**src/rtl/gst_pkg.sv**
```systemverilog
// Purpose: shared constants and types for the gated sixteen bit timer
// Assumes: 32-bit APB data, registers in the low byte of each word
// Notes: control layouts are packed structs in register bit order
package gst_pkg;
   localparam int APB_AW = 12;
   localparam logic [APB_AW-1:0] OFS_MAIN_CTL = 12'h000;
   localparam logic [APB_AW-1:0] OFS_GATE_CTL = 12'h004;
   localparam logic [APB_AW-1:0] OFS_COUNT_LO = 12'h008;
   localparam logic [APB_AW-1:0] OFS_COUNT_HI = 12'h00c;
   localparam logic [APB_AW-1:0] OFS_FLAGS = 12'h010;
   // flag register bit positions
   localparam int FLAG_OVF_BIT = 0;
   localparam int FLAG_GATE_BIT = 1;
   // clock source codes
   localparam logic [1:0] CS_INSTR = 2'h0;
   localparam logic [1:0] CS_SYSTEM = 2'h1;
   localparam logic [1:0] CS_EXT_PIN = 2'h2;
   localparam logic [1:0] CS_LFOSC = 2'h3;
   // gate source codes
   localparam logic [1:0] GS_PIN = 2'h0;
   localparam logic [1:0] GS_TMR8 = 2'h1;
   localparam logic [1:0] GS_CMP1 = 2'h2;
   localparam logic [1:0] GS_RSVD = 2'h3;
   // instruction clock is the system clock divided by four
   localparam logic [1:0] INSTR_DIV_LAST = 2'h3;
   localparam logic [15:0] COUNT_MAX = 16'hffff;
   localparam logic [15:0] COUNT_RST = 16'h0000;

   typedef struct packed {
      logic [1:0] clock_source_select;
      logic [1:0] prescale_select;
      logic unused3;
      logic sync_disable;
      logic unused1;
      logic counter_on;
   } gst_main_ctl_type;

   typedef struct packed {
      logic gate_enable;
      logic gate_polarity;
      logic gate_toggle_mode;
      logic gate_single_pulse_mode;
      logic pulse_acquire_go;
      logic gate_level_status;
      logic [1:0] gate_source_select;
   } gst_gate_ctl_type;

   localparam gst_main_ctl_type MAIN_CTL_RST = '0;
   localparam gst_gate_ctl_type GATE_CTL_RST = '0;
endpackage : gst_pkg

```
**src/rtl/gst_timer.sv**
```systemverilog
// Purpose: gated sixteen bit up-counter with APB register access
// Assumes: presetn is the power-on and brown-out reset
// Notes: zero-wait APB slave; async clocks are sampled on pclk
//
// The implementer's own choices: the APB interface to the registers and the register addresses.
`timescale 1ns/1ps
module gst_timer
(
   input wire logic pclk,
   input wire logic presetn,
   input wire logic psel,
   input wire logic penable,
   input wire logic pwrite,
   input wire logic [gst_pkg::APB_AW-1:0] paddr,
   input wire logic [31:0] pwdata,
   output logic [31:0] prdata,
   output logic pready,
   output logic pslverr,
   input wire logic low_freq_internal_osc,
   input wire logic external_count_pin,
   input wire logic gate_input_pin,
   input wire logic comparator_one_out,
   input wire logic eight_bit_timer_overflow,
   output logic overflow_flag,
   output logic gate_event_flag
);
   import gst_pkg::*;

   gst_main_ctl_type main_ctl_ff;
   gst_gate_ctl_type gate_ctl_ff;
   logic [15:0] count_ff;
   logic ovf_flag_ff;
   logic gate_flag_ff;
   logic [1:0] instr_div_ff;
   logic ext_prev_ff;
   logic osc_prev_ff;
   logic toggle_ff;
   logic pulse_seen_ff;
   logic gate_lvl_ff;
   logic gate_src_prev_ff;
   logic gate_t_prev_ff;
   logic [31:0] prdata_ff;
   logic ext_lvl;
   logic ext_fast;
   logic osc_lvl;
   logic osc_fast;
   logic pin_gate;
   logic cmp_gate;
   logic src_tick;
   logic pre_tick;
   logic gate_raw;
   logic gate_act;
   logic gate_t;
   logic gate_value;
   logic count_en;
   logic wr_acc;
   logic setup;
   logic mapped;
   logic wr_main;
   logic wr_gate;
   logic wr_lo;
   logic wr_hi;
   logic wr_flags;
   logic pulse_done;

   // asynchronous inputs each get their own synchroniser
   gst_sync u_sync_ext
   (
      .pclk(pclk),
      .presetn(presetn),
      .async_in(external_count_pin),
      .stable_lvl(ext_lvl),
      .fast_rise(ext_fast)
   );
   gst_sync u_sync_osc
   (
      .pclk(pclk),
      .presetn(presetn),
      .async_in(low_freq_internal_osc),
      .stable_lvl(osc_lvl),
      .fast_rise(osc_fast)
   );
   gst_sync u_sync_gate
   (
      .pclk(pclk),
      .presetn(presetn),
      .async_in(gate_input_pin),
      .stable_lvl(pin_gate),
      .fast_rise()
   );
   gst_sync u_sync_cmp
   (
      .pclk(pclk),
      .presetn(presetn),
      .async_in(comparator_one_out),
      .stable_lvl(cmp_gate),
      .fast_rise()
   );

   // apb decode; writes land at the access-phase edge
   assign setup = psel & ~penable;
   assign wr_acc = psel & penable & pwrite;
   assign mapped = (paddr == OFS_MAIN_CTL) | (paddr == OFS_GATE_CTL) |
                   (paddr == OFS_COUNT_LO) | (paddr == OFS_COUNT_HI) |
                   (paddr == OFS_FLAGS);
   assign wr_main = wr_acc & (paddr == OFS_MAIN_CTL);
   assign wr_gate = wr_acc & (paddr == OFS_GATE_CTL);
   assign wr_lo = wr_acc & (paddr == OFS_COUNT_LO);
   assign wr_hi = wr_acc & (paddr == OFS_COUNT_HI);
   assign wr_flags = wr_acc & (paddr == OFS_FLAGS);
   assign pready = 1'b1;
   assign pslverr = psel & penable & ~mapped;
   assign prdata = prdata_ff;

   // read data is loaded in the setup cycle so access sees a flop
   always_ff @(posedge pclk or negedge presetn)
   begin
      if (!presetn)
         prdata_ff <= '0;
      else if (setup & ~pwrite)
      begin
         unique case (paddr)
            OFS_MAIN_CTL: prdata_ff <= {24'h000000,
               main_ctl_ff.clock_source_select,
               main_ctl_ff.prescale_select, 1'b0, main_ctl_ff.sync_disable,
               1'b0, main_ctl_ff.counter_on};
            OFS_GATE_CTL: prdata_ff <= {24'h000000, gate_ctl_ff.gate_enable,
               gate_ctl_ff.gate_polarity, gate_ctl_ff.gate_toggle_mode,
               gate_ctl_ff.gate_single_pulse_mode,
               gate_ctl_ff.pulse_acquire_go, gate_lvl_ff,
               gate_ctl_ff.gate_source_select};
            OFS_COUNT_LO: prdata_ff <= {24'h000000, count_ff[7:0]};
            OFS_COUNT_HI: prdata_ff <= {24'h000000, count_ff[15:8]};
            OFS_FLAGS: prdata_ff <= {30'h00000000, gate_flag_ff, ovf_flag_ff};
            default: prdata_ff <= '0;
         endcase
      end
   end

   always_ff @(posedge pclk or negedge presetn)
   begin
      if (!presetn)
         main_ctl_ff <= MAIN_CTL_RST;
      else if (wr_main)
      begin
         main_ctl_ff <= pwdata[7:0];
         main_ctl_ff.unused3 <= 1'b0;
         main_ctl_ff.unused1 <= 1'b0;
      end
   end

   // gate control fields in one process; status bit is read from
   // gate_lvl_ff, so the struct copy of it stays at zero
   // go bit
   // software write wins, so a new arm is never lost to completion
   always_ff @(posedge pclk or negedge presetn)
   begin
      if (!presetn)
      begin
         gate_ctl_ff.gate_enable <= 1'b0;
         gate_ctl_ff.gate_polarity <= 1'b0;
         gate_ctl_ff.gate_toggle_mode <= 1'b0;
         gate_ctl_ff.gate_single_pulse_mode <= 1'b0;
         gate_ctl_ff.pulse_acquire_go <= 1'b0;
         gate_ctl_ff.gate_level_status <= 1'b0;
         gate_ctl_ff.gate_source_select <= GS_PIN;
      end
      else if (wr_gate)
      begin
         gate_ctl_ff.gate_enable <= pwdata[7];
         gate_ctl_ff.gate_polarity <= pwdata[6];
         gate_ctl_ff.gate_toggle_mode <= pwdata[5];
         gate_ctl_ff.gate_single_pulse_mode <= pwdata[4];
         gate_ctl_ff.pulse_acquire_go <= pwdata[3];
         gate_ctl_ff.gate_source_select <= pwdata[1:0];
      end
      else if (pulse_done)
         gate_ctl_ff.pulse_acquire_go <= 1'b0;
   end

   // instruction clock tick is every fourth system cycle
   always_ff @(posedge pclk or negedge presetn)
   begin
      if (!presetn)
         instr_div_ff <= '0;
      else
         instr_div_ff <= instr_div_ff + 2'h1;
   end

   // edge detectors on the agreed levels
   always_ff @(posedge pclk or negedge presetn)
   begin
      if (!presetn)
      begin
         ext_prev_ff <= 1'b0;
         osc_prev_ff <= 1'b0;
      end
      else
      begin
         ext_prev_ff <= ext_lvl;
         osc_prev_ff <= osc_lvl;
      end
   end

   always_comb
   begin
      src_tick = 1'b0;
      unique case (main_ctl_ff.clock_source_select)
         CS_INSTR: src_tick = (instr_div_ff == INSTR_DIV_LAST);
         CS_SYSTEM: src_tick = 1'b1;
         CS_EXT_PIN: src_tick = main_ctl_ff.sync_disable ? ext_fast :
                                (ext_lvl & ~ext_prev_ff);
         CS_LFOSC: src_tick = main_ctl_ff.sync_disable ? osc_fast :
                              (osc_lvl & ~osc_prev_ff);
      endcase
   end

   gst_prescale #(.DIV_W(3)) u_prescale
   (
      .pclk(pclk),
      .presetn(presetn),
      .clear(~main_ctl_ff.counter_on),
      .tick_in(src_tick),
      .sel(main_ctl_ff.prescale_select),
      .tick_out(pre_tick)
   );

   always_comb
   begin
      gate_raw = 1'b0;
      unique case (gate_ctl_ff.gate_source_select)
         GS_PIN: gate_raw = pin_gate;
         GS_TMR8: gate_raw = eight_bit_timer_overflow;
         GS_CMP1: gate_raw = cmp_gate;
         GS_RSVD: gate_raw = 1'b0;
      endcase
   end

   assign gate_act = (gate_ctl_ff.gate_source_select == GS_RSVD) ? 1'b0 :
                     (gate_ctl_ff.gate_polarity ? gate_raw : ~gate_raw);

   always_ff @(posedge pclk or negedge presetn)
   begin
      if (!presetn)
         gate_src_prev_ff <= 1'b0;
      else
         gate_src_prev_ff <= gate_act;
   end

   always_ff @(posedge pclk or negedge presetn)
   begin
      if (!presetn)
         toggle_ff <= 1'b0;
      else if (!main_ctl_ff.counter_on || !gate_ctl_ff.gate_toggle_mode)
         toggle_ff <= 1'b0;
      else if (gate_act & ~gate_src_prev_ff)
         toggle_ff <= ~toggle_ff;
   end

   assign gate_t = gate_ctl_ff.gate_toggle_mode ? toggle_ff : gate_act;

   always_ff @(posedge pclk or negedge presetn)
   begin
      if (!presetn)
         gate_t_prev_ff <= 1'b0;
      else
         gate_t_prev_ff <= gate_t;
   end

   assign gate_value = gate_ctl_ff.gate_single_pulse_mode ?
                       (gate_t & gate_ctl_ff.pulse_acquire_go) : gate_t;
   assign pulse_done = gate_ctl_ff.gate_single_pulse_mode &
                       gate_ctl_ff.pulse_acquire_go & pulse_seen_ff &
                       gate_t_prev_ff & ~gate_t;

   // remembers that the armed pulse has started
   always_ff @(posedge pclk or negedge presetn)
   begin
      if (!presetn)
         pulse_seen_ff <= 1'b0;
      else if (!gate_ctl_ff.pulse_acquire_go || pulse_done)
         pulse_seen_ff <= 1'b0;
      else if (gate_t)
         pulse_seen_ff <= 1'b1;
   end

   always_ff @(posedge pclk or negedge presetn)
   begin
      if (!presetn)
         gate_lvl_ff <= 1'b0;
      else
         gate_lvl_ff <= gate_value;
   end

   assign count_en = main_ctl_ff.counter_on & pre_tick &
                     (~gate_ctl_ff.gate_enable | gate_value);

   // counter; a byte write beats an increment in the same cycle
   always_ff @(posedge pclk or negedge presetn)
   begin
      if (!presetn)
         count_ff <= COUNT_RST;
      else if (wr_lo)
         count_ff[7:0] <= pwdata[7:0];
      else if (wr_hi)
         count_ff[15:8] <= pwdata[7:0];
      else if (count_en)
         count_ff <= count_ff + 16'h0001;
   end

   // write one to clear; a same-cycle event keeps the flag set
   always_ff @(posedge pclk or negedge presetn)
   begin
      if (!presetn)
      begin
         ovf_flag_ff <= 1'b0;
         gate_flag_ff <= 1'b0;
      end
      else
      begin
         if (count_en && !wr_lo && !wr_hi && count_ff == COUNT_MAX)
            ovf_flag_ff <= 1'b1;
         else if (wr_flags && pwdata[FLAG_OVF_BIT])
            ovf_flag_ff <= 1'b0;
         if (gate_lvl_ff && !gate_value)
            gate_flag_ff <= 1'b1;
         else if (wr_flags && pwdata[FLAG_GATE_BIT])
            gate_flag_ff <= 1'b0;
      end
   end

   assign overflow_flag = ovf_flag_ff;
   assign gate_event_flag = gate_flag_ff;
endmodule : gst_timer

```
**src/rtl/gst_sync.sv**
```systemverilog
// Purpose: three-stage synchroniser for one asynchronous input
// Assumes: input is unrelated to pclk
// Notes: stable level changes only once stages two and three agree
`timescale 1ns/1ps
module gst_sync
(
   input wire logic pclk,
   input wire logic presetn,
   input wire logic async_in,
   output logic stable_lvl,
   output logic fast_rise
);
   logic s1_ff;
   logic s2_ff;
   logic s3_ff;
   logic stable_ff;

   // capture chain; stage one feeds only stage two
   always_ff @(posedge pclk or negedge presetn)
   begin
      if (!presetn)
      begin
         s1_ff <= 1'b0;
         s2_ff <= 1'b0;
         s3_ff <= 1'b0;
      end
      else
      begin
         s1_ff <= async_in;
         s2_ff <= s1_ff;
         s3_ff <= s2_ff;
      end
   end

   // agreement filter rejects a single metastable sample
   always_ff @(posedge pclk or negedge presetn)
   begin
      if (!presetn)
         stable_ff <= 1'b0;
      else if (s2_ff == s3_ff)
         stable_ff <= s3_ff;
   end

   assign stable_lvl = stable_ff;
   // quicker edge without agreement, used when sync is turned off
   assign fast_rise = s2_ff & ~s3_ff;
endmodule : gst_sync

```
**src/rtl/gst_prescale.sv**
```systemverilog
// Purpose: divide a tick stream by 1, 2, 4 or 8
// Assumes: tick_in is a one-cycle pulse on pclk
// Notes: clear restarts the division phase
`timescale 1ns/1ps
module gst_prescale
#(
   parameter int DIV_W = 3
)
(
   input wire logic pclk,
   input wire logic presetn,
   input wire logic clear,
   input wire logic tick_in,
   input wire logic [1:0] sel,
   output logic tick_out
);
   logic [DIV_W-1:0] cnt_ff;
   logic [DIV_W-1:0] mask;

   // low sel bits of the counter must all be ones to pass a tick
   assign mask = DIV_W'((1 << sel) - 1);
   assign tick_out = tick_in & ((cnt_ff & mask) == mask);

   always_ff @(posedge pclk or negedge presetn)
   begin
      if (!presetn)
         cnt_ff <= '0;
      else if (clear)
         cnt_ff <= '0;
      else if (tick_in)
         cnt_ff <= cnt_ff + DIV_W'(1);
   end
endmodule : gst_prescale

```
**config.mk**
```make
export PLATFORM = sky130hd
export DESIGN_NAME = gst_timer
export DESIGN_NICKNAME = d
export VERILOG_FILES = /design/src/rtl/gst_pkg.sv /design/src/rtl/gst_timer.sv /design/src/rtl/gst_sync.sv /design/src/rtl/gst_prescale.sv
export SDC_FILE = /design/constraint.sdc
export NUM_CORES = 1
export LEC_CHECK = 0
export BUFFER_PORTS_ARGS = -buffer_cell sky130_fd_sc_hd__buf_2
export CORE_MARGIN = 8
export CORE_UTILIZATION = 48
export DETAILED_ROUTE_END_ITERATION = 16
export PLACE_DENSITY = 0.73
export SLEW_MARGIN = 20
export SYNTH_ARGS = -nofsm -noshare
export SYNTH_HDL_FRONTEND = slang
export SYNTH_SLANG_ARGS = --single-unit
export TNS_END_PERCENT = 5
```
**constraint.sdc**
```tcl
create_clock -name pclk -period 2.3 [get_ports pclk]
set_input_delay 0.345 -clock pclk [delete_from_list [all_inputs] [get_ports pclk]]
set_output_delay 0.345 -clock pclk [all_outputs]
set_load 0.02 [all_outputs]
```
==> impl_summary.txt, run 1 <==
----------------------------------------------------
[Setup path]
  Critical setup path kind ... reg2reg
  Critical path required time ... 2570 ps
  CP Depth ... 7
  Type of element launching the critical path ... flop
  Arrival time at the worst endpoint ... 2410 ps
  Crit path capture type ... flop
  Worst Reg2Reg Path Length in Cells ... 7
  Delay of the slowest cell on the worst path ... 450 ps
  Maximum fanout along the worst path ... 5
  Buffers and inverters on the worst path ... 1
  Critical-path cell list ... xor2_1, o311ai_4, nor2_2, or3_4, buf_4, or3_1, a31oi_1
  Slowest cell on crit path ... dfrtp_1
  Family with the most delay on the worst path ... simple AND/OR/NAND/NOR gates

[Die]
  Die outline height ... 101 microns
  Effective utilization at floorplan ... 48.8%
  DIE WIDTH ... 101 microns
  Core box area ... 7140 sq um
  Area of the die ... 10,200 sq um
  Std-Cell Rows ... 31
  Top Ports ... 90

[Timing]
  Number of failing setup endpoints in the final timing report ... 0
  Final critical-path setup slack ... 159 ps
  Worst rel slew slack ... 67.1%
  Worst slack on hold paths ... 11.7 ps
  Sum of negative setup slack ... 0 ps
  RSZ-0062 raised after global routing ... no
  Time the final worst path needs with I/O delays and setup ... 2140 ps
  Clock tree skew after final layout ... 4.08 ps
  Count of final hold-check violations ... 0
  Transition time of the tightest slew-check pin ... 490 ps
  Number of max-slew violations in the final report ... 0
  Max Clock Freq ... 467 MHz
  Share of the cycle needed by the critical path after routing ... 93.1%

[Global route]
  Maximum number of pins on one net before global-route repair ... 68
  Initial antenna violation count ... 0
  Vias in the first global route ... 2,516
  Overall global routing resource usage ... 16.6%
  Global-route wire length before repair ... 12,900 microns
  Overflow left after global routing ... 0

[Place]
  DPL Wire Length ... 6030 microns
  Worst-case setup slack after placement ... 99.5 ps
  Weighted congestion reported at the end of routability-driven placement ... 0.888
  I/O Buffers ... 40

[Synth]
  Asr flop ratio synth ... 100%
  Post-synthesis instance area ... 3480 sq um
  Prevailing post-synth register cell ... dfrtp_1
  Number of synthesized flops with an enable pin ... 0
  Fraction of the yosys area taken by sequential cells ... 48.1%
  Syn. warnings ... 0
  Average size of a mapped cell ... 10.3 sq um
  Synthesized instance count ... 337
  Total of flip-flops plus latches after synthesis ... 67
  Count of distinct cell types in the synthesized netlist ... 46

[Drt]
  Wirelength per Cell ... 16.2 microns
  First-pass DRT Iterations ... 4
  Number of nets still failing antenna checks after routing ... 0
  DRC viols ... 0
  First DRT Iteration DRCs ... 139
  Routed wire length ... 8040 microns
  Vias per cell ... 5.31
  Vias ... 2,630

[CTS]
  Htree depth ... 3
  Clock-pin slew on the worst setup and hold paths ... 70 ps
  Clk Latency, worst-skew pair ... 350 ps
  Number of buffers on the longest clock path ... 2
  Clock tree root driver cell ... clkbuf_8
  TritonCTS buffer count ... 9
  Number of gates resized after cts ... 0
  Number of clock sinks ... 67
  Clock tree from TritonCTS ... yes

[Cells and area]
  Nets ... 451
  Layout-stage area growth over the synthesis result ... 14.5%
  Fraction of final layout cells sized beyond drive strength 1 ... 25.5%
  # diodes ... 0
  Filler Cells Inserted ... 661

[Outcome]
  Outcome ... completed

[Power]
  P per Cell Area ... 577 nW/um^2
  Final Power ... 2.30 mW
  Maximum vdd drop ... 0.000232 V
  Static leakage ... 1.83 nW

[Min path]
  Hold Crit Class ... in2async

[Job]
  Max cap viols ... 0

----------------------------------------------------
stage by stage:
step / utilization [%] / instances / area (sq um)
after global placement: 53.1 / 478 / 3790
after CTS: 55.6 / 493 / 3970
final: 55.9 / 495 / 3990
after floorplan: - / 360 / 3570
after global routing: 55.9 / 495 / 3990
after detailed placement: 53.1 / 478 / 3790
synthesized netlist by cell type (4+ instances only):
cell type,instances,area [sq um]
mux2i_1,4,40.0
buf_4,25,188
nor2b_1,8,50.1
or3_1,5,31.3
nor2_1,22,82.6
a31oi_1,10,62.6
nand2_1,29,109
dfrtp_1,67,1680
inv_1,10,37.5
mux4_2,6,135
ha_1,5,62.6
and3_1,8,50.1
nor4_1,7,43.8
nand4_1,11,68.8
a21oi_1,5,25.0
mux2_2,16,180
o21ai_0,22,110
xnor2_1,9,78.8
clkbuf_1,10,37.5
nor3_1,9,45.0
nand3_1,7,35.0
final timing paths:
path                                             from               end  slack [ps]
worst max register to register         gate_ctl_ff[6]       count_ff[8]         160
worst min-delay path                          presetn      count_ff[12]          10
min in group pclk               low_freq_internal_osc  u_sync_osc.s1_ff         100
worst max-delay path                   gate_ctl_ff[6]       count_ff[8]         160
max in group asynchronous                     presetn       count_ff[0]        2010
worst min register to register       u_sync_cmp.s1_ff  u_sync_cmp.s2_ff         350
cell usage in the layout, fill, tap and decap left out, types with 2 or more instances in the layout:
cell type,instances
nand4b_1,3
maj3_1,2
buf_2,40
nor3_1,9
conb_1,25
ha_1,5
mux2_2,16
or3_1,5
nand2b_1,2
xnor2_1,9
clkbuf_8,12
nand2_1,29
and4_1,2
mux2i_1,4
a21oi_1,5
inv_1,10
a31oi_1,10
nor4_1,7
xor2_1,3
mux4_2,6
buf_4,18
dfrtp_1,67
o31ai_1,2
and2_1,3
nor2b_1,8
and3_1,8
nor2_1,22
nand3_1,7
o21ai_0,22
o21ai_1,3
nand4_1,11
a22oi_1,3
clkinv_2,2
cell type report:
| type | instances | area, sq um | area share (%) |
|---|---|---|---|
| Clock inverter | 2 | 10.0 | 0.251 |
| Inverter | 10 | 37.5 | 0.942 |
| Sequential cell | 67 | 1680 | 42.1 |
| Timing Repair Buffer | 59 | 355 | 8.91 |
| Multi-Input combinational cell | 245 | 1610 | 40.5 |
| Clock buffer | 13 | 169 | 4.24 |
| Tap cell | 99 | 124 | 3.11 |
state kept, by name, indices dropped and copies added (netlist names), 2 cells and up:
register / count
count_ff: 16
prdata: 8
main_ctl_ff: 6
instr_div_ff: 2
gate_ctl_ff: 7
u_prescale.cnt_ff: 3
metal layers:
layer,vias to the layer above,global-route usage (%),part of all wire [%]
met5,-,0,0
met4,0,9.16,2.1
met3,12,3.57,6.2
met2,72,26.3,50
met1,1283,20.8,42
li1,1263,-,-
worst reg2reg max path, delay by kind of cell (launching register included):
kind | cells | cell delay [ps]
flops | 1 | 450
simple gates | 3 | 780
compound gates | 2 | 470
xor+xnor | 1 | 210
buf+inv | 1 | 160
power by group:
| part | internal, mW | switching, mW | leakage (nW) | total (mW) |
|---|---|---|---|---|
| clock | 0.470 | 0.426 | 0.0953 | 0.896 |
| combinational | 0.0581 | 0.118 | 0.869 | 0.176 |
| sequential | 1.21 | 0.0175 | 0.868 | 1.23 |
timing repair:
action,4_1_cts,5_1_grt
setup buffers,0,2
hold buffers,0,0
endpoints found under the setup margin,0,3
cells by family after synthesis:
kind of cell | Yosys count | synth area share (%)
flip-flops | 67 | 48.1
multiplexers | 26 | 10.2
other | 2 | 0.216
XOR/XNOR | 12 | 3.02
AO/OA/AOI/OAI | 51 | 9.13
adder cells (fa/ha/maj) | 7 | 2.37
buffers and inverters | 48 | 7.98
AND/OR/NAND/NOR | 124 | 18.9
No activity file was read; power rests on OpenSTA's default activity.
==> run 2, diff against run 1 <==
clock period = 2.6 ns   (was 2.3 ns; I/O delays follow)
==> run 2 against run 1 <==
- total power shrank 4.0%
- sequential share of layout area grew 0.49 points
- largest cell class unchanged
- critical path depth shrank 1
- count of clock-buffer cells in the layout shrank 1
- critical endpoint is now count_ff[6]
- final area shrank 1.2%
- maximum frequency shrank 4.4%
- wire length shrank 3.3%
- non-clock buffer count shrank 11
- worst hold slack gained 140 ps
- sequential cell count is the same
==> impl_summary.txt, run 2 (synthesis results as in run 1) <==
----------------------------------------------------
[Outcome]
  Outcome ... completed

[Setup path]
  Worst R2R Start ... gate_ctl_ff[6]
  Maximum fanout along the worst path ... 16 (+11)
  Type of element launching the critical path ... flop
  Crit path capture type ... flop
  Critical-path cell list ... xor2_1, o311ai_4, nor2_2, or3_4, or4_1, a31oi_1
  Critical setup path kind ... reg2reg
  Delay of the slowest cell on the worst path ... 520 ps (+70 ps)
  Arrival time at the worst endpoint ... 2500 ps (+90 ps)
  Slowest cell on crit path ... or4_1
  Setup slack, reg-to-reg ... 360 ps (+200 ps)
  Critical register-to-register path endpoint ... count_ff[6]
  Critical path required time ... 2860 ps (+290 ps)
  Worst Reg2Reg Path Length in Cells ... 6 (-1)

[Place]
  Cell area reported after detailed placement ... 3710 sq um (-2.1%)
  DP Cell Count ... 469 (-1.9%)
  Weighted congestion reported at the end of routability-driven placement ... 0.920 (+3.6%)
  DPL Wire Length ... 5850 microns (-2.9%)
  Worst-case setup slack after placement ... 318 ps (+219 ps)
  I/O Buffers ... 40 (unchanged)

[CTS]
  Htree depth ... 3 (unchanged)
  Clock-pin slew on the worst setup and hold paths ... 70 ps (about the same)
  Clock tree root driver cell ... clkbuf_8
  Hold-fix buffer count after cts ... 0 (unchanged)
  Number of buffers on the longest clock path ... 2 (unchanged)
  TritonCTS buffer count ... 9 (unchanged)
  Number of gates resized after cts ... 0 (unchanged)
  Clock tree from TritonCTS ... yes
  Number of clock sinks ... 67 (unchanged)
  Buffers inserted during post-CTS setup optimization ... 0 (unchanged)
  Clk Latency, worst-skew pair ... 340 ps (about the same)

[Drt]
  First-pass DRT Iterations ... 4 (unchanged)
  DRC viols ... 0 (unchanged)
  First DRT Iteration DRCs ... 132 (-5.0%)
  Number of nets still failing antenna checks after routing ... 0 (unchanged)
  Vias per cell ... 5.34 (+0.51%)
  Routed wire length ... 7780 microns (-3.3%)
  Wirelength per Cell ... 16.0 microns (-1.3%)
  Vias ... 2,590 (-1.5%)

[Cells and area]
  Nets ... 440 (-2.4%)
  Post-layout instance count excluding filler cells ... 485 (-2.0%)
  Fraction of final layout cells sized beyond drive strength 1 ... 23.6% (-1.9 points)
  Layout-stage area growth over the synthesis result ... 13.2%
  Final core utilization ... 55.2% (-0.65 points)
  # diodes ... 0 (unchanged)
  Filler Cells Inserted ... 670 (+1.4%)
  Cell area after layout ... 3940 sq um (-1.2%)
  Flip-flop count of the largest register, all copies and words added ... 16 (unchanged)
  Highest-count cells in the layout ignoring fill and taps ... dfrtp_1, buf_2, nand2_1, conb_1
  Top register by number of flip-flops ... count_ff
  Most common library cell in the layout ignoring fill and taps ... dfrtp_1

[Global route]
  Overall global routing resource usage ... 16.1% (-0.51 points)
  Global-route wire length before repair ... 12,800 microns (-0.74%)
  Maximum number of pins on one net before global-route repair ... 41 (-40%)
  Overflow left after global routing ... 0 (unchanged)
  Initial antenna violation count ... 0 (unchanged)
  Vias in the first global route ... 2,535 (+0.76%)

[Min path]
  Hold path endpoint ... u_sync_osc.s1_ff
  Worst Hold Path Cells ... 1
  Hold Crit Class ... in2reg
  Startpoint of the lowest-slack hold path ... low_freq_internal_osc

[Timing]
  Clock tree skew after final layout ... 6.65 ps (+2.57 ps)
  Number of failing setup endpoints in the final timing report ... 0 (unchanged)
  RSZ-0062 raised after global routing ... no
  Transition time of the tightest slew-check pin ... 881 ps (+391 ps)
  Max Clock Freq ... 446 MHz (-4.4%)
  Time the final worst path needs with I/O delays and setup ... 2240 ps (+99.6 ps)
  Share of the cycle needed by the critical path after routing ... 86.2% (-6.9 points)
  Worst rel slew slack ... 41.3% (-26 points)
  Sum of negative setup slack ... 0 ps (unchanged)
  Count of final hold-check violations ... 0 (unchanged)
  Number of max-slew violations in the final report ... 0 (unchanged)
  Final critical-path setup slack ... 360 ps (+200 ps)

[Job]
  Max cap viols ... 0 (unchanged)

[Die]
  Die outline height ... 101 microns (unchanged)
  Core box area ... 7140 sq um (unchanged)
  DIE WIDTH ... 101 microns (unchanged)
  Area of the die ... 10,200 sq um (unchanged)
  Std-Cell Rows ... 31 (unchanged)
  Top Ports ... 90 (unchanged)
  Effective utilization at floorplan ... 48.8% (unchanged)

[Power]
  Maximum vdd drop ... 0.000284 V (+22%)
  Static leakage ... 1.79 nW (-2.3%)
  P per Cell Area ... 560 nW/um^2 (-2.9%)

----------------------------------------------------
[run 2: cell types whose count changed in the layout (fill, tap and decap cells not counted), sizes merged]
| cell | before | now |
|---|---|---|
| buf | 59 | 48 |
| bufinv | 0 | 2 |
| clkbuf | 13 | 12 |
| clkinv | 2 | 1 |
| clkinvlp | 0 | 1 |
[run 2: metrics by stage]
stage / power (mW) / hold WS [ps]
6_report: 2.21 / 154
5_1_grt: 2.29 / 136
4_1_cts: 2.22 / 144
3_5_place_dp: 1.26 / 336
3_3_place_gp: 1.25 / 332
2_1_floorplan: 1.21 / 94.4
[run 2: worst max-delay path by stage]
stage,start,endpoint
finish,gate_ctl_ff[6],count_ff[6]
global route,gate_ctl_ff[6],count_ff[6]
CTS,gate_ctl_ff[6],count_ff[6]
detailed placement,paddr[7],gate_ctl_ff[6]
global placement,eight_bit_timer_overflow,count_ff[6]
floorplan,gate_ctl_ff[6],count_ff[6]
[run 2: per-layer routing]
| layer | track usage [%] | vias up | part of all wire [%] |
|---|---|---|---|
| met5 | 0 | - | 0 |
| li1 | - | 1245 | - |
| met3 | 3.30 | 22 | 4.8 |
| met1 | 19.8 | 1261 | 43 |
| met4 | 8.13 | 0 | 3.2 |
| met2 | 26.4 | 62 | 49 |
[run 2: layout make-up]
type	count	area (sq um)	share of cell area [%]
Sequential cell	67	1680	42.6
Multi-Input combinational cell	245	1610	41.0
Timing Repair Buffer	48	260	6.61
Clock buffer	12	155	3.94
Tap cell	99	124	3.14
Clock inverter	4	72.6	1.84
Inverter	10	37.5	0.953
[run 2: worst max-delay path: cells and delay by family (launching register included)]
family | cells | cell delay [ps]
AO/OA/AOI/OAI | 2 | 460
XOR/XNOR | 1 | 200
flip-flops | 1 | 450
AND/OR/NAND/NOR | 3 | 1050
[run 2: where the power goes]
| group | internal [mW] | total (mW) | leakage (nW) | switching, mW |
|---|---|---|---|---|
| clock network | 0.591 | 0.969 | 0.113 | 0.378 |
| logic | 0.0490 | 0.153 | 0.809 | 0.104 |
| registers | 1.07 | 1.09 | 0.868 | 0.0155 |
| total | 1.71 | 2.21 | 1.79 | 0.497 |
==> run 3, diff against run 2 <==
--- a/config.mk
+++ b/config.mk
@@ -9,5 +9,5 @@
 export CORE_MARGIN = 8
-export CORE_UTILIZATION = 48
+export CORE_UTILIZATION = 55
 export DETAILED_ROUTE_END_ITERATION = 16
-export PLACE_DENSITY = 0.73
+export PLACE_DENSITY = 0.83
 export SLEW_MARGIN = 20
==> constraint.sdc (replaced) <==
create_clock -name pclk -period 2.6 [get_ports pclk]
set_input_delay 0 -clock pclk [delete_from_list [all_inputs] [get_ports pclk]]
set_output_delay 0 -clock pclk [all_outputs]
set_load 0.02 [all_outputs]
==> run 3 against run 2 <==
- sequential share of layout area down 0.99 points
- non-clock buffer count increased by 10
- count of clock-buffer cells in the layout down 2
- register-to-register slack lost 30 ps
- final area increased by 2.4%
- worst setup slack lost 27 ps
- total power is 1.1% higher
- first-iteration DRC count grew 52%
- worst hold slack got worse by 60 ps
- die area fell by 11%
- critical endpoint unchanged
- largest power group unchanged
==> impl_summary.txt, run 3 (synthesis results as in run 1) <==
----------------------------------------------------
[Outcome]
  Outcome ... completed

[Min path]
  Startpoint of the lowest-slack hold path ... paddr[3]
  Worst Hold Path Cells ... 3 (+2)
  Hold Crit Class ... in2reg
  Hold path endpoint ... count_ff[8]

[Cells and area]
  Nets ... 450 (+2.3%)
  Highest-count cells in the layout ignoring fill and taps ... dfrtp_1, buf_2, nand2_1, conb_1
  Layout-stage area growth over the synthesis result ... 15.8%
  Most common library cell in the layout ignoring fill and taps ... dfrtp_1
  # diodes ... 0 (unchanged)
  Flip-flop count of the largest register, all copies and words added ... 16 (unchanged)
  Fraction of final layout cells sized beyond drive strength 1 ... 22.2% (-1.4 points)
  Cell area after layout ... 4030 sq um (+2.4%)
  Top register by number of flip-flops ... count_ff

[CTS]
  Clock tree root driver cell ... clkbuf_8
  Clock-pin slew on the worst setup and hold paths ... 80 ps (about the same)
  Htree depth ... 3 (unchanged)
  TritonCTS buffer count ... 9 (unchanged)
  Number of clock sinks ... 67 (unchanged)
  Number of gates resized after cts ... 0 (unchanged)
  Clk Latency, worst-skew pair ... 360 ps (+20 ps)
  Clock tree from TritonCTS ... yes
  Hold-fix buffer count after cts ... 14 (+14)
  Number of buffers on the longest clock path ... 2 (unchanged)
  Buffers inserted during post-CTS setup optimization ... 0 (unchanged)

[Setup path]
  Family with the most delay on the worst path ... simple AND/OR/NAND/NOR gates
  Buffers and inverters on the worst path ... 0 (unchanged)
  Worst Reg2Reg Path Length in Cells ... 6 (unchanged)
  Delay of the slowest cell on the worst path ... 520 ps (about the same)
  Arrival time at the worst endpoint ... 2530 ps (+30 ps)
  Critical path required time ... 2870 ps (about the same)
  Crit path capture type ... flop
  Critical-path cell list ... nor2b_1, o21ai_1, nand3_2, or3_4, or4_1, a31oi_1
  Worst R2R Start ... gate_ctl_ff[5]
  Maximum fanout along the worst path ... 16 (unchanged)
  Critical register-to-register path endpoint ... count_ff[6]
  Type of element launching the critical path ... flop
  Setup slack, reg-to-reg ... 330 ps (-30 ps)
  Slowest cell on crit path ... or4_1
  Critical setup path kind ... reg2reg

[Drt]
  Vias per cell ... 5.66 (+6.0%)
  Routed wire length ... 7990 microns (+2.8%)
  First-pass DRT Iterations ... 7 (+3)
  DRC viols ... 0 (unchanged)
  Number of nets still failing antenna checks after routing ... 0 (unchanged)
  First DRT Iteration DRCs ... 200 (+52%)
  Wirelength per Cell ... 16.9 microns (+5.4%)
  Vias ... 2,677 (+3.4%)

[Timing]
  Transition time of the tightest slew-check pin ... 743 ps (-138 ps)
  Clock tree skew after final layout ... 10.8 ps (+4.20 ps)
  Time the final worst path needs with I/O delays and setup ... 2270 ps (+26.7 ps)
  Sum of negative setup slack ... 0 ps (unchanged)
  RSZ-0062 raised after global routing ... no
  Share of the cycle needed by the critical path after routing ... 87.2% (+1.0 points)
  Count of final hold-check violations ... 0 (unchanged)
  Max Clock Freq ... 441 MHz (-1.2%)
  Worst rel slew slack ... 50.5% (+9.2 points)
  Number of max-slew violations in the final report ... 0 (unchanged)
  Number of failing setup endpoints in the final timing report ... 0 (unchanged)

[Global route]
  Overflow left after global routing ... 0 (unchanged)
  Initial antenna violation count ... 0 (unchanged)
  Maximum number of pins on one net before global-route repair ... 37 (-9.8%)
  Global-route wire length before repair ... 13,100 microns (+2.0%)
  Vias in the first global route ... 2,624 (+3.5%)
  Overall global routing resource usage ... 18.7% (+2.5 points)

[Die]
  Die outline height ... 95.6 microns (-5.5%)
  Top Ports ... 90 (unchanged)
  Core box area ... 6240 sq um (-13%)
  Std-Cell Rows ... 29 (-6.5%)
  DIE WIDTH ... 95.6 microns (-5.5%)
  Area of the die ... 9130 sq um (-11%)
  Effective utilization at floorplan ... 55.8% (+7.0 points)

[Power]
  P per Cell Area ... 553 nW/um^2 (-1.3%)
  Static leakage ... 1.83 nW (+2.4%)
  Switching power ... 533 uW (+7.3%)
  Internal power of the cells ... 1.70 mW (-0.74%)
  Maximum vdd drop ... 0.000398 V (+40%)
  Combinational power share ... 7.6% (+0.7 points)
  Final Power ... 2.23 mW (+1.1%)
  Clock Power Share ... 43.8% (about the same)
  Sequential power share ... 48.6% (-0.6 points)
  Switch share ... 23.9% (+1.4 points)

[Place]
  Weighted congestion reported at the end of routability-driven placement ... 0.954 (+3.7%)
  Cell area reported after detailed placement ... 3670 sq um (-1.2%)
  DPL Wire Length ... 5860 microns (+0.16%)
  I/O Buffers ... 40 (unchanged)

[Job]
  Max cap viols ... 0 (unchanged)

----------------------------------------------------
[run 3: cell count changes in the layout (fill, tap and decap cells not counted), sizes merged]
cell / previous run / this run
clkinvlp: 1 / 2
clkinv: 1 / 2
clkbuf: 12 / 10
buf: 48 / 44
dlygate4sd3: 0 / 14
[run 3: power groups by stage]
stage	clock (mW)	combinational, mW	sequential (mW)
2_1_floorplan	0	0.114	1.10
3_3_place_gp	0	0.147	1.10
3_5_place_dp	0	0.152	1.10
4_1_cts	0.988	0.169	1.08
5_1_grt	1.04	0.186	1.09
6_report	0.978	0.169	1.08
[run 3: through the flow]
stage / hold WS [ps] / util, % / setup slack [ps] / std cells
2_1_floorplan: -296 / - / 600 / 360
3_3_place_gp: 96.7 / 58.8 / 422 / 443
3_5_place_dp: 107 / 58.8 / 380 / 443
4_1_cts: 76.4 / 64.6 / 337 / 473
5_1_grt: 105 / 64.6 / 207 / 473
6_report: 94.0 / 64.6 / 333 / 473
[run 3: how the worst max path moves through the flow]
stage               cells past startpoint           start  slack (ps)     endpoint
finish                                  6  gate_ctl_ff[5]         330  count_ff[6]
global route                            6  gate_ctl_ff[5]         210  count_ff[6]
CTS                                     6  gate_ctl_ff[5]         340  count_ff[6]
detailed placement                      6  gate_ctl_ff[5]         380  count_ff[6]
global placement                        6  gate_ctl_ff[5]         420  count_ff[6]
floorplan                               6  gate_ctl_ff[6]         600  count_ff[6]
[run 3: final cells by class]
cell class,instances,area [sq um]
clock inverters,6,88.8
repair buffers,58,383
flip-flops and latches,67,1680
multi-input cells,245,1610
well taps,77,96.3
fillers,482,2210
clock buffers,10,138
inverters,10,37.5
[run 3: worst reg2reg max path, delay by kind of cell, from the launching register on]
kind | cells | cell delay (ps)
DFF | 1 | 430
AOI/OAI and AO/OA | 2 | 350
and+or+nand+nor | 4 | 1400
[run 3: per-layer routing]
metal  vias to the layer above  GRT usage [%]  wire (microns)
met5                         -              0               0
met4                         0           8.71             195
met3                        19           4.88             491
met2                        91           29.3            4020
met1                      1303           23.6            3290
li1                       1264              -               -
